<file path="src/pmc_cfg.svh">
`ifndef PMC_CFG_SVH
`define PMC_CFG_SVH
// Contract
// RULE1 - The controller never enters a reduced-power mode unless software asks for it.
// RULE2 - In run modes the processor clock comes from fast RC direct or postscaled, low-power RC or secondary oscillator.
// RULE3 - Peripherals are clocked at a software-programmed fraction of the system clock.
// RULE4 - Idle and Sleep both gate off the processor clock.
// RULE5 - Idle works with any of the four clock sources.
// RULE6 - In Idle the system clock source runs and peripherals stay clocked unless disabled.
// RULE7 - Sleep halts the processor, stops the clock source and every peripheral fed by it.
// RULE8 - Peripherals that stay alive in Sleep can raise a wake event that resumes running.
// RULE9 - Change-detect, watchdog, ADC, UART and externally or low-power-RC clocked units may run in Sleep.
// RULE10 - The clock failure monitor is inactive in Sleep.
// RULE11 - An enabled brown-out detector keeps working through Sleep.
// RULE12 - Entering Sleep does not clear the watchdog count.
// RULE13 - Wake from Sleep may wait a delay that depends on the selected oscillator.
// RULE14 - Output pins keep their levels during Sleep.
// RULE15 - Each module has its own software disable usable before Sleep.
// RULE16 - A stop-in-idle bit of one disables its peripheral in Idle, zero keeps it running.
// RULE17 - On wake the clock source restarts and the processor clock is released after the start-up delay.

`define PMC_ADDR_CTRL 12'h000
`define PMC_ADDR_PBDIV 12'h004
`define PMC_ADDR_MODEN 12'h008
`define PMC_ADDR_STOP_IN_IDLE_CTRL 12'h00C
`define PMC_ADDR_STAT 12'h010
`define PMC_ADDR_SLEEPRUN 12'h014

// CTRL fields
`define PMC_CTRL_SRC_LSB 0
`define PMC_CTRL_BOD_EN 4
`define PMC_CTRL_CFM_EN 5
`define PMC_CTRL_IDLE_REQ 8
`define PMC_CTRL_SLEEP_REQ 9

`define PMC_RST_CTRL 32'h0000_0000
`define PMC_RST_PBDIV 32'h0000_0000
`define PMC_RST_MODEN 32'h0000_FFFF
`define PMC_RST_STOP_IN_IDLE_CTRL 32'h0000_0000
`define PMC_RST_SLEEPRUN 32'h0000_0000

// Oscillator start-up delays in microseconds, per source
`define PMC_CLK_MHZ 25
`define PMC_TSU_POSC_US 1000
`define PMC_TSU_FAST_INTERNAL_RC_OSC_US 10
`define PMC_TSU_SOSC_US 4000
`define PMC_TSU_LOW_POWER_INTERNAL_RC_OSC_US 100
`define PMC_CYC(us) ((us) * `PMC_CLK_MHZ)
`endif

</file>
<file path="src/pmc_pkg.sv">
package pmc_pkg;
    typedef enum logic [2:0] {
        PMC_SRC_POSC = 3'h0,
        PMC_SRC_FAST_INTERNAL_RC_OSC = 3'h1,
        PMC_SRC_FAST_INTERNAL_RC_OSC_DIV = 3'h2,
        PMC_SRC_SOSC = 3'h3,
        PMC_SRC_LOW_POWER_INTERNAL_RC_OSC = 3'h4
    } pmc_src_e;

    typedef enum logic [1:0] {
        PMC_RUN = 2'b00,
        PMC_IDLE = 2'b01,
        PMC_SLEEP = 2'b10,
        PMC_WAKE = 2'b11
    } pmc_state_e;

    typedef struct packed {
        logic cpu_clk_en;
        logic sys_osc_en;
        logic cfm_active;
        logic bod_active;
        logic pin_hold;
    } pmc_ctl_s;
endpackage

</file>
<file path="src/pmc_top.sv">
`timescale 1ns/1ps
`include "pmc_cfg.svh"
module pmc_top #(
    parameter int NPER = 16,
    parameter int DIVW = 3,
    parameter int TSU_POSC_CYC = `PMC_CYC(`PMC_TSU_POSC_US),
    parameter int TSU_SOSC_CYC = `PMC_CYC(`PMC_TSU_SOSC_US)
) (
    input wire logic sys_clk,
    input wire logic rst,
    input wire logic clk_en,
    input wire logic psel,
    input wire logic penable,
    input wire logic pwrite,
    input wire logic [11:0] paddr,
    input wire logic [31:0] pwdata,
    output logic [31:0] prdata,
    output logic pready,
    output logic pslverr,
    input wire logic [NPER-1:0] wake_evt,
    output logic [2:0] osc_sel,
    output logic [DIVW-1:0] pb_div,
    output logic pb_clk_en,
    output logic [NPER-1:0] per_clk_en,
    output pmc_pkg::pmc_ctl_s ctl,
    output logic [1:0] pm_state
);
    localparam int TSU_FAST_RC_CYC =
        `PMC_CYC(`PMC_TSU_FAST_INTERNAL_RC_OSC_US);
    localparam int TSU_LOW_POWER_RC_CYC =
        `PMC_CYC(`PMC_TSU_LOW_POWER_INTERNAL_RC_OSC_US);

    logic [31:0] ctrl_r, pbdiv_r, moden_r, stop_in_idle_ctrl_r, sleeprun_r;
    pmc_pkg::pmc_state_e st_r, st_nxt;
    logic [31:0] dly_r, dly_nxt;
    logic [DIVW-1:0] pbcnt_r;
    logic [2:0] osc_sel_r;
    logic [DIVW-1:0] pb_div_r;
    logic pb_clk_en_r;
    logic [NPER-1:0] per_clk_en_r;
    pmc_pkg::pmc_ctl_s ctl_r;
    logic [31:0] prdata_r;
    logic pready_r, pslverr_r;

    // Access phase completes in two cycles: pready follows penable by one
    wire acc = psel & penable & ~pready_r;
    wire wr = acc & pwrite;
    wire rd = acc & ~pwrite;
    wire sel_ctrl = paddr == `PMC_ADDR_CTRL;
    wire sel_pbdiv = paddr == `PMC_ADDR_PBDIV;
    wire sel_moden = paddr == `PMC_ADDR_MODEN;
    wire sel_stop_in_idle_ctrl = paddr == `PMC_ADDR_STOP_IN_IDLE_CTRL;
    wire sel_stat = paddr == `PMC_ADDR_STAT;
    wire sel_srun = paddr == `PMC_ADDR_SLEEPRUN;
    wire mapped = sel_ctrl | sel_pbdiv | sel_moden | sel_stop_in_idle_ctrl
                  | sel_stat | sel_srun;
    wire idle_req = wr & sel_ctrl & pwdata[`PMC_CTRL_IDLE_REQ];
    wire sleep_req = wr & sel_ctrl & pwdata[`PMC_CTRL_SLEEP_REQ];
    wire [2:0] src = ctrl_r[`PMC_CTRL_SRC_LSB +: 3];
    // Enables written with a sleep request must hold from its first cycle
    wire [31:0] ctrl_nxt = (wr & sel_ctrl) ? {26'h0, pwdata[5:0]} : ctrl_r;
    // Only units allowed to run in Sleep and still enabled can wake us from Sleep
    wire wake_hit = |(wake_evt & sleeprun_r[NPER-1:0] & moden_r[NPER-1:0]); // RULE8 RULE9

    logic [31:0] tsu_cyc;
    always_comb begin
        case (src)
            3'h0: tsu_cyc = 32'(TSU_POSC_CYC);
            3'h1, 3'h2: tsu_cyc = 32'(TSU_FAST_RC_CYC);
            3'h3: tsu_cyc = 32'(TSU_SOSC_CYC);
            default: tsu_cyc = 32'(TSU_LOW_POWER_RC_CYC);
        endcase
    end // RULE13

    wire [31:0] rd_mux =
        sel_ctrl ? ctrl_r :
        sel_pbdiv ? pbdiv_r :
        sel_moden ? moden_r :
        sel_stop_in_idle_ctrl ? stop_in_idle_ctrl_r :
        sel_stat ? {30'h0000_0000, st_r} :
        sel_srun ? sleeprun_r : 32'h0000_0000;

    // Mode changes come only from software requests, wake events or the end of the wake delay
    always_comb begin
        st_nxt = st_r;
        dly_nxt = dly_r;
        case (st_r)
            pmc_pkg::PMC_RUN: begin
                if (sleep_req) begin
                    st_nxt = pmc_pkg::PMC_SLEEP; // RULE1
                end else if (idle_req) begin
                    st_nxt = pmc_pkg::PMC_IDLE; // RULE1 RULE5
                end
            end
            pmc_pkg::PMC_IDLE: begin
                if (|(wake_evt & moden_r[NPER-1:0])) begin
                    st_nxt = pmc_pkg::PMC_RUN;
                end
            end
            pmc_pkg::PMC_SLEEP: begin
                if (wake_hit) begin
                    st_nxt = pmc_pkg::PMC_WAKE; // RULE17
                    dly_nxt = tsu_cyc;
                end
            end
            pmc_pkg::PMC_WAKE: begin
                if (dly_r <= 32'h0000_0001) begin
                    st_nxt = pmc_pkg::PMC_RUN; // RULE17
                end else begin
                    dly_nxt = dly_r - 32'h0000_0001;
                end
            end
            default: st_nxt = pmc_pkg::PMC_RUN;
        endcase
    end

    wire in_sleep = st_nxt == pmc_pkg::PMC_SLEEP
                    || st_nxt == pmc_pkg::PMC_WAKE;
    wire in_idle = st_nxt == pmc_pkg::PMC_IDLE;
    wire pb_tick = pbcnt_r == pbdiv_r[DIVW-1:0];

    genvar g;
    generate
        for (g = 0; g < NPER; g++) begin : g_per
            wire on = moden_r[g] // RULE15
                & ~(in_idle & stop_in_idle_ctrl_r[g]) // RULE6 RULE16
                & (~in_sleep | sleeprun_r[g]); // RULE7 RULE9
            always_ff @(posedge sys_clk) begin
                if (rst) begin
                    per_clk_en_r[g] <= 1'b0;
                end else if (clk_en) begin
                    per_clk_en_r[g] <= on;
                end
            end
        end
    endgenerate

    always_ff @(posedge sys_clk) begin
        if (rst) begin
            ctrl_r <= `PMC_RST_CTRL;
            pbdiv_r <= `PMC_RST_PBDIV;
            moden_r <= `PMC_RST_MODEN;
            stop_in_idle_ctrl_r <= `PMC_RST_STOP_IN_IDLE_CTRL;
            sleeprun_r <= `PMC_RST_SLEEPRUN;
            st_r <= pmc_pkg::PMC_RUN;
            dly_r <= 32'h0000_0000;
            pbcnt_r <= '0;
            prdata_r <= 32'h0000_0000;
            pready_r <= 1'b0;
            pslverr_r <= 1'b0;
        end else if (clk_en) begin
            st_r <= st_nxt;
            dly_r <= dly_nxt;
            pready_r <= acc;
            pslverr_r <= acc & ~mapped;
            if (rd) begin
                prdata_r <= rd_mux;
            end
            if (wr & sel_ctrl) begin
                // Request bits are pulses, not stored
                ctrl_r <= {26'h0, pwdata[5:0]}; // RULE2
            end
            if (wr & sel_pbdiv) begin
                pbdiv_r <= {{(32 - DIVW){1'b0}}, pwdata[DIVW-1:0]}; // RULE3
            end
            if (wr & sel_moden) begin
                moden_r <= pwdata & {{(32 - NPER){1'b0}}, {NPER{1'b1}}};
            end
            if (wr & sel_stop_in_idle_ctrl) begin
                stop_in_idle_ctrl_r <=
                    pwdata & {{(32 - NPER){1'b0}}, {NPER{1'b1}}};
            end
            if (wr & sel_srun) begin
                sleeprun_r <= pwdata & {{(32 - NPER){1'b0}}, {NPER{1'b1}}};
            end
            pbcnt_r <= pb_tick ? '0 : pbcnt_r + 1'b1; // RULE3
        end
    end

    always_ff @(posedge sys_clk) begin
        if (rst) begin
            osc_sel_r <= 3'h0;
            pb_div_r <= '0;
            pb_clk_en_r <= 1'b0;
            ctl_r <= '0;
        end else if (clk_en) begin
            osc_sel_r <= src; // RULE2 RULE5
            pb_div_r <= pbdiv_r[DIVW-1:0];
            pb_clk_en_r <= pb_tick & ~in_sleep; // RULE3 RULE7
            ctl_r.cpu_clk_en <= st_nxt == pmc_pkg::PMC_RUN; // RULE4 RULE17
            ctl_r.sys_osc_en <= st_nxt != pmc_pkg::PMC_SLEEP; // RULE6 RULE7
            ctl_r.cfm_active <=
                ctrl_nxt[`PMC_CTRL_CFM_EN] & ~in_sleep; // RULE10
            ctl_r.bod_active <= ctrl_nxt[`PMC_CTRL_BOD_EN]; // RULE11
            // Pins hold state; no reset is sent to the watchdog on entry
            ctl_r.pin_hold <= in_sleep; // RULE14 RULE12
        end
    end

    assign prdata = prdata_r;
    assign pready = pready_r;
    assign pslverr = pslverr_r;
    assign osc_sel = osc_sel_r;
    assign pb_div = pb_div_r;
    assign pb_clk_en = pb_clk_en_r;
    assign per_clk_en = per_clk_en_r;
    assign ctl = ctl_r;
    assign pm_state = st_r;
endmodule

</file>
<file path="config.mk">
export PLATFORM = sky130hd
export DESIGN_NAME = pmc_top
export DESIGN_NICKNAME = d
export VERILOG_FILES = /design/src/pmc_pkg.sv /design/src/pmc_top.sv
export VERILOG_INCLUDE_DIRS = /design/src
export SDC_FILE = /design/constraint.sdc
export NUM_CORES = 1
export LEC_CHECK = 0
export BUFFER_PORTS_ARGS = -buffer_cell sky130_fd_sc_hd__buf_2
export CORE_MARGIN = 2
export CORE_UTILIZATION = 50
export CTS_CLUSTER_DIAMETER = 200
export DETAILED_ROUTE_END_ITERATION = 12
export GPL_TIMING_DRIVEN = 0
export PLACE_DENSITY = 0.74
export SYNTH_ARGS = -nofsm -noshare
export SYNTH_HDL_FRONTEND = slang
export SYNTH_SLANG_ARGS = --single-unit
</file>
<file path="constraint.sdc">
create_clock -name sys_clk -period 2.9 [get_ports sys_clk]
set_input_delay 0.29 -clock sys_clk [delete_from_list [all_inputs] [get_ports sys_clk]]
set_output_delay 0.29 -clock sys_clk [all_outputs]
set_load 0.05 [all_outputs]
</file>
==> flow_summary.ini, run 1 <==
[run_status]
outcome = finished, final reports clean

[layout]
ratio_of_cells_with_drive_above_1_in_the_final_layout = 0.1596
n_antenna_cell = 0
num-fill-cells = 1310
synthToLayoutAreaGrowth_pct = 19.02
design_area_um2 = 8269
fin_nets = 1098

[timing]
final-hold-violation-count = 0
worst_pin_slew_ns = 1.069
finalSetupViolCount = 0
worst_clock_skew_ns = 0.008029
report.final.slew_viol_count = 0
setup_ws_ns = 0.1648
layout_worst_path_cycle_share = 0.9432
totalNegativeSetupSlack_ns = 0
grt_setup_unrepaired = no
timing.final.crit_period_ns = 2.735
slew-limit-headroom = 0.2849
achievable-frequency_mhz = 365.6

[setup_path]
r2r-start = moden_r[3]
critical_path.reg2reg.endpoint = dly_r[8]
worstSetupEndpoint = dly_r[8]
critPathArrivalTime_ns = 3.01
timing.reg2reg.setup_slack_ns = 0.16
crit_path_max_fanout = 10
launching_element_of_the_worst_setup_path = moden_r[3]
timing.critical_path.required_ns = 3.17
worstSetupEndpointType = flip-flop
timing.setup.critical_path_class = flip-flop to flip-flop
rr_worst_depth = 7
crit_path_start_kind = flip-flop

[placement]
place.gp.congestion = 0.9847
place_worst_setup_slack_ns = -0.1483
hpwlAfterDp_mm = 16.08
io_buffers = 95
place_area_um2 = 7705

[routing]
route.vias.total = 7286
drt_drc_violations_left = 0
routed_via_density = 5.972
number_of_nets_still_failing_antenna_checks_after_routing = 0
initialDrtViolationCount = 875
drt_pass1_iterations = 8
wl_mm = 22.59
detail_route.wl_per_cell_um = 18.52

[global_route]
antenna_found_initial = 0
grt_max_degree = 17
wire_length_of_the_first_global_routing_pass_mm = 35.16
grt_pass1_vias = 6624
gr-usage-all-layers = 0.3106
overflow = 0

[power]
netSwitchingPower_w = 0.001154
combinationalPowerShare = 0.095
power_frac_clock = 0.470
power_leakage_nw = 3.263
sequential_share_of_power = 0.435
power_w = 0.004495
ir_worst_vdd_v = 0.0005310
power_per_cell_area_nw_per_um2 = 543.5
cell_internal_pwr_w = 0.003340
power.switching_fraction = 0.2568

[clock_tree]
tritoncts_num_sinks = 139
cts.hold.buffers_added = 0
cts.root.buffer_cell = clkbuf_16
cts_setup_buffers = 0
insertion_delay_ns = 0.43
postCtsResizedCells = 0
clk_path_buf_depth = 2
clkSlewWorstSetupHoldPaths_ns = 0.06
tritoncts = yes
htree_levels = 4
cts_made_buffers = 17

[synth]
synth_warnings = 0
yosys_most_used_dff = dfxtp_1
yosys.cell_count.top_type = nand2_1
synth.area.top_cells = dfxtp_1 40%, nand2_1 9.6%, a21oi_1 5.3%
synthDistinctLibCells = 62
synth.ff_latch_count = 139
synth_sequential_area_ratio = 0.4005
postSynthCellCount = 900
ys_top_cells_by_count = 177 x nand2_1, 139 x dfxtp_1, 81 x nor2_1, 73 x a21oi_1, 52 x nand3_1
ys_async_sr_fraction = 0
synth_top_cell_area_share = 0.4005
syn_area_um2 = 6948
synth.largest_area_cell = dfxtp_1
synth_enable_flop_cells = 0
synth.avg_cell_area_um2 = 7.720

[floorplan]
die_area_um2 = 14850
design.portCount = 130
floorplan.initialDensity = 0.5064
coreArea_um2 = 13720
die_x_um = 121.9
die_height_um = 121.9
num_rows = 43

[worst_hold_path]
hold_path.class = input port to flip-flop

[run]
drv_cap = 0
[cells by family after synthesis]
logic type               share of synthesized area
AND/OR/NAND/NOR                             0.2627
AO/OA/AOI/OAI                               0.2139
flip-flops                                  0.4005
buffers and inverters                      0.06897
multiplexers                               0.02647
XOR/XNOR                                   0.02143
adder cells (fa/ha/maj)                   0.005403
other                                    0.0005397
[sequential cells by signal, indices dropped and copies added, names as in the netlist, 2 cells and up]
name and count:
pbdiv_r 3, sleeprun_r 16, moden_r 16, stop_in_idle_ctrl_r 16
pb_div 3, dly_r 32, per_clk_en 16, pbcnt_r 3
prdata 16, ctrl_r 6, pm_state 2, osc_sel 3
ctl 4
[power groups by stage]
stage,Combinational (W),Sequential (W),Clock (W)
CTS,0.000420,0.00196,0.00211
detailed placement,0.000419,0.00200,0
global route,0.000451,0.00196,0.00221
global placement,0.000417,0.00200,0
finish,0.000425,0.00196,0.00211
floorplan,0.000188,0.00209,0
[final cells by class]
| class | count | area [µm²] | share of cell area |
|---|---|---|---|
| clock inverter | 8 | 95.09 | 0.01150 |
| clock buffer | 22 | 464.2 | 0.05614 |
| inverter | 26 | 97.59 | 0.01180 |
| tap | 180 | 225.2 | 0.02724 |
| buffer | 78 | 381.6 | 0.04615 |
| sequential | 139 | 2783 | 0.3365 |
| timing repair buffer | 95 | 475.5 | 0.05750 |
| multi-input combinational | 672 | 3747 | 0.4532 |
[metrics by stage]
step           utilization  std cells  hold WS [ns]
2_1_floorplan            -        915        0.4140
3_3_place_gp        0.5616       1190        0.4358
3_5_place_dp        0.5616       1190        0.4418
4_1_cts             0.6024       1220        0.1091
5_1_grt             0.6027       1220        0.1152
6_report            0.6027       1220        0.1137
[how the worst min path moves through the flow]
| stage | start | endpoint | slack, ns | depth (start not counted) |
|---|---|---|---|---|
| final | pwdata[6] | moden_r[6] | 0.11 | 3 |
| after global routing | pwdata[12] | moden_r[12] | 0.12 | 3 |
| after CTS | pwdata[7] | moden_r[7] | 0.11 | 3 |
| after detailed placement | per_clk_en[11] | per_clk_en[11] | 0.44 | 2 |
| after floorplan | pwdata[0] | moden_r[0] | 0.41 | 2 |
| after global placement | per_clk_en[10] | per_clk_en[10] | 0.44 | 2 |
[critical path, stage by stage, from the launching register on]
cell and delay [ns]:
dfxtp_1 0.41, nand3_1 0.11, nand4_1 0.10, nor4_1 0.83, a21oi_1 0.43, clkbuf_1 0.36
a31oi_1 0.24, a211oi_1 0.07
[layout by cell type, fill, tap and decap left out, types with 11 or more instances in the layout]
cell	Yosys	final
o21ai_0	18	18
a21oi_1	73	73
o211ai_1	15	15
nand3_1	52	52
nor4_1	14	14
mux2i_1	15	15
a2111oi_0	11	11
or3_1	11	11
nor3_1	14	13
a22o_1	13	13
clkbuf_1	47	50
xnor2_1	12	12
o21ai_1	16	16
nor2_1	81	81
clkbuf_16	0	17
conb_1	1	16
dfxtp_1	139	139
buf_4	21	21
nand2_1	177	177
inv_1	26	26
buf_2	8	103
o311ai_0	17	17
[per-layer routing]
metal | wire, µm | GRT usage
met5 | 0 | 0
met4 | 629 | 0.1293
met3 | 2162 | 0.08661
met2 | 9907 | 0.4564
met1 | 9895 | 0.4284
No activity file was read; power rests on OpenSTA's default activity.
==> inputs of run 2 (changes only) <==
--- a/config.mk
+++ b/config.mk
@@ -6,13 +6,14 @@
 export SDC_FILE = /design/constraint.sdc
 export NUM_CORES = 1
 export LEC_CHECK = 0
+export ABC_AREA = 1
 export BUFFER_PORTS_ARGS = -buffer_cell sky130_fd_sc_hd__buf_2
 export CORE_MARGIN = 2
-export CORE_UTILIZATION = 50
+export CORE_UTILIZATION = 52
 export CTS_CLUSTER_DIAMETER = 200
 export DETAILED_ROUTE_END_ITERATION = 12
 export GPL_TIMING_DRIVEN = 0
-export PLACE_DENSITY = 0.74
+export PLACE_DENSITY = 0.76
 export SYNTH_ARGS = -nofsm -noshare
 export SYNTH_HDL_FRONTEND = slang
 export SYNTH_SLANG_ARGS = --single-unit
==> flow_summary.ini, run 2 <==
[floorplan]
coreArea_um2 = 13720
die_height_um = 121.9
design.portCount = 130
die_x_um = 121.9
num_rows = 43
floorplan.initialDensity = 0.5265
die_area_um2 = 14850

[routing]
drt_drc_violations_left = 0
routed_via_density = 5.655
number_of_nets_still_failing_antenna_checks_after_routing = 0
detail_route.wl_per_cell_um = 16.67
route.vias.total = 7578
wl_mm = 22.33
initialDrtViolationCount = 766
drt_pass1_iterations = 7

[timing]
totalNegativeSetupSlack_ns = 0
finalSetupViolCount = 0
setup_ws_ns = 0.6762
finalHoldWorstSlack_ns = 0.1362
final-hold-violation-count = 0
report.final.slew_viol_count = 0
worst_pin_slew_ns = 0.8747
timing.final.crit_period_ns = 2.224
slew-limit-headroom = 0.4147
worst_clock_skew_ns = 0.01030
layout_worst_path_cycle_share = 0.7668
grt_setup_unrepaired = no
achievable-frequency_mhz = 449.7

[setup_path]
timing.setup.critical_path_class = flip-flop to flip-flop
r2r-start = dly_r[0]
rr_worst_depth = 14
timing.critical_path.slowest_cell_delay_ns = 0.34
timing.reg2reg.setup_slack_ns = 0.68
critical_path.reg2reg.endpoint = per_clk_en[0]
cp_cell_sequence = inv_1 > ha_1 > inv_2 > nor2_2 > nand3_1 > nand2_2 > nand2_4 > nand2_4 > o21ai_4 > inv_4 > buf_6 > nand3_2 > nand2_1 > a21oi_2
crit_slowest_cell = dfxtp_1
crit_path_max_fanout = 10
worstSetupEndpointType = flip-flop
critPathArrivalTime_ns = 2.51
timing.critical_path.required_ns = 3.19
worstSetupEndpoint = per_clk_en[0]
launching_element_of_the_worst_setup_path = dly_r[0]
crit_path_start_kind = flip-flop
crit_top_cell = nand2_4

[synth]
syn_area_um2 = 7223
yosys.cell_count.top_type = nand2_1
synth.largest_area_cell = dfxtp_1
synth.ff_latch_count = 139
main_combinational_cell_family_by_area_after_synthesis = simple AND/OR/NAND/NOR gates
yosys_most_used_dff = dfxtp_1
ys_async_sr_fraction = 0
postSynthCellCount = 1019
synth.avg_cell_area_um2 = 7.088
synth_simple_gate_area_share = 0.2844
post_synthesis_adder_cell_area_fraction = 0.005197
synth_warnings = 0
synth_top_cell_area_share = 0.3852
synth.area.top_cells = dfxtp_1 39%, nand2_1 11%, a21oi_1 7.9%
synth_xor_area_frac = 0.01940
synth_sequential_area_ratio = 0.3852
synth_compound_area_frac = 0.2091
synthDistinctLibCells = 43
synth.area.mux_share = 0
ys_top_cells_by_count = 214 x nand2_1, 139 x dfxtp_1, 114 x a21oi_1, 101 x nor2_1, 80 x inv_1
synth_enable_flop_cells = 0

[power]
power.switching_fraction = 0.2654
power_per_cell_area_nw_per_um2 = 530.2
ir_worst_vdd_v = 0.0004350
sequential_share_of_power = 0.431
combinationalPowerShare = 0.093
power_leakage_nw = 3.966
netSwitchingPower_w = 0.001205
cell_internal_pwr_w = 0.003335
power_frac_clock = 0.476

[layout]
most_frequent_cells_in_the_layout = 214 x nand2_1, 139 x dfxtp_1, 114 x a21oi_1, 105 x buf_2, 101 x nor2_1
finished_layout_cells = 1340
synthToLayoutAreaGrowth_pct = 18.53
seq_area_um2 = 2783
mostFrequentLayoutCell = nand2_1
fin_nets = 1217
register_containing_the_most_flip_flops_in_the_final_layout = dly_r
n_antenna_cell = 0
design_area_um2 = 8562
ratio_of_cells_with_drive_above_1_in_the_final_layout = 0.2017
multi_input_comb_area_um2 = 3802
largest_register_ffs = 32
num-fill-cells = 1306

[worst_hold_path]
hold_path.class = input port to flip-flop

[clock_tree]
insertion_delay_ns = 0.43
postCtsResizedCells = 0
cts_setup_buffers = 0
clk_path_buf_depth = 2
cts_made_buffers = 17
tritoncts_num_sinks = 139
cts.hold.buffers_added = 0
cts.root.buffer_cell = clkbuf_16
htree_levels = 4
tritoncts = yes
clkSlewWorstSetupHoldPaths_ns = 0.06

[global_route]
grt_pass1_vias = 7089
antenna_found_initial = 0
wire_length_of_the_first_global_routing_pass_mm = 34.93
gr-usage-all-layers = 0.3056
grt_max_degree = 17
overflow = 0

[placement]
place.gp.congestion = 0.9537
place_area_um2 = 7980
hpwlAfterDp_mm = 16.38
place_worst_setup_slack_ns = 0.7160
dp.cells = 1309
io_buffers = 95

[run]
drv_cap = 0

[run_status]
outcome = finished, final reports clean
## run 2: through the flow
step	total power, W	utilization
floorplan	0.002294	-
global placement	0.002415	0.5817
detailed placement	0.002417	0.5817
CTS	0.004540	0.6241
global route	0.004666	0.6241
finish	0.004539	0.6241
## run 2: worst max-delay path, delay by kind of cell, from the launching register on
kind / cells / cell delay, ns
AND/OR/NAND/NOR: 7 / 0.71
buffers and inverters: 4 / 0.51
flip-flops: 1 / 0.34
adder cells (fa/ha/maj): 1 / 0.32
AO/OA/AOI/OAI: 2 / 0.18
## run 2: cell families after synthesis
| group | after synthesis |
|---|---|
| other | 1 |
| and+or+nand+nor | 446 |
| buffers and inverters | 153 |
| xor gates and xnor gates | 16 |
| adders and majority gates | 3 |
| DFF | 139 |
| AOI/OAI and AO/OA | 261 |
## run 2: worst min path at each step
stage	startpoint	to	slack, ns	cells past startpoint
after floorplan	dly_r[29]	dly_r[29]	0.44	2
after global routing	pwdata[11]	stop_in_idle_ctrl_r[11]	0.15	3
after global placement	per_clk_en[10]	per_clk_en[10]	0.45	2
after CTS	pwdata[7]	stop_in_idle_ctrl_r[7]	0.12	3
final	pwdata[6]	stop_in_idle_ctrl_r[6]	0.14	3
after detailed placement	per_clk_en[11]	per_clk_en[11]	0.45	2
## run 2: per-layer routing
metal / vias up / global-route usage / part of all wire
li1: 3636 / - / -
met1: 3543 / 0.3900 / 0.42
met2: 335 / 0.4983 / 0.47
met3: 64 / 0.05618 / 0.069
met4: 0 / 0.1480 / 0.036
met5: - / 0 / 0
## run 2: power by group through the flow
stage	Combinational (W)	Sequential [W]	Clock (W)
floorplan	0.000207	0.00209	0
global placement	0.000417	0.00200	0
detailed placement	0.000419	0.00200	0
CTS	0.000420	0.00196	0.00216
global route	0.000452	0.00196	0.00225
finish	0.000424	0.00196	0.00216
## run 2: area by class of cell
class / instances / share of cell area
sequential: 139 / 0.3250
inverter: 91 / 0.04019
clock inverter: 13 / 0.01666
tap: 180 / 0.02630
buffer: 62 / 0.04092
timing repair buffer: 95 / 0.05553
clock buffer: 18 / 0.05129
multi-input combinational: 742 / 0.4441
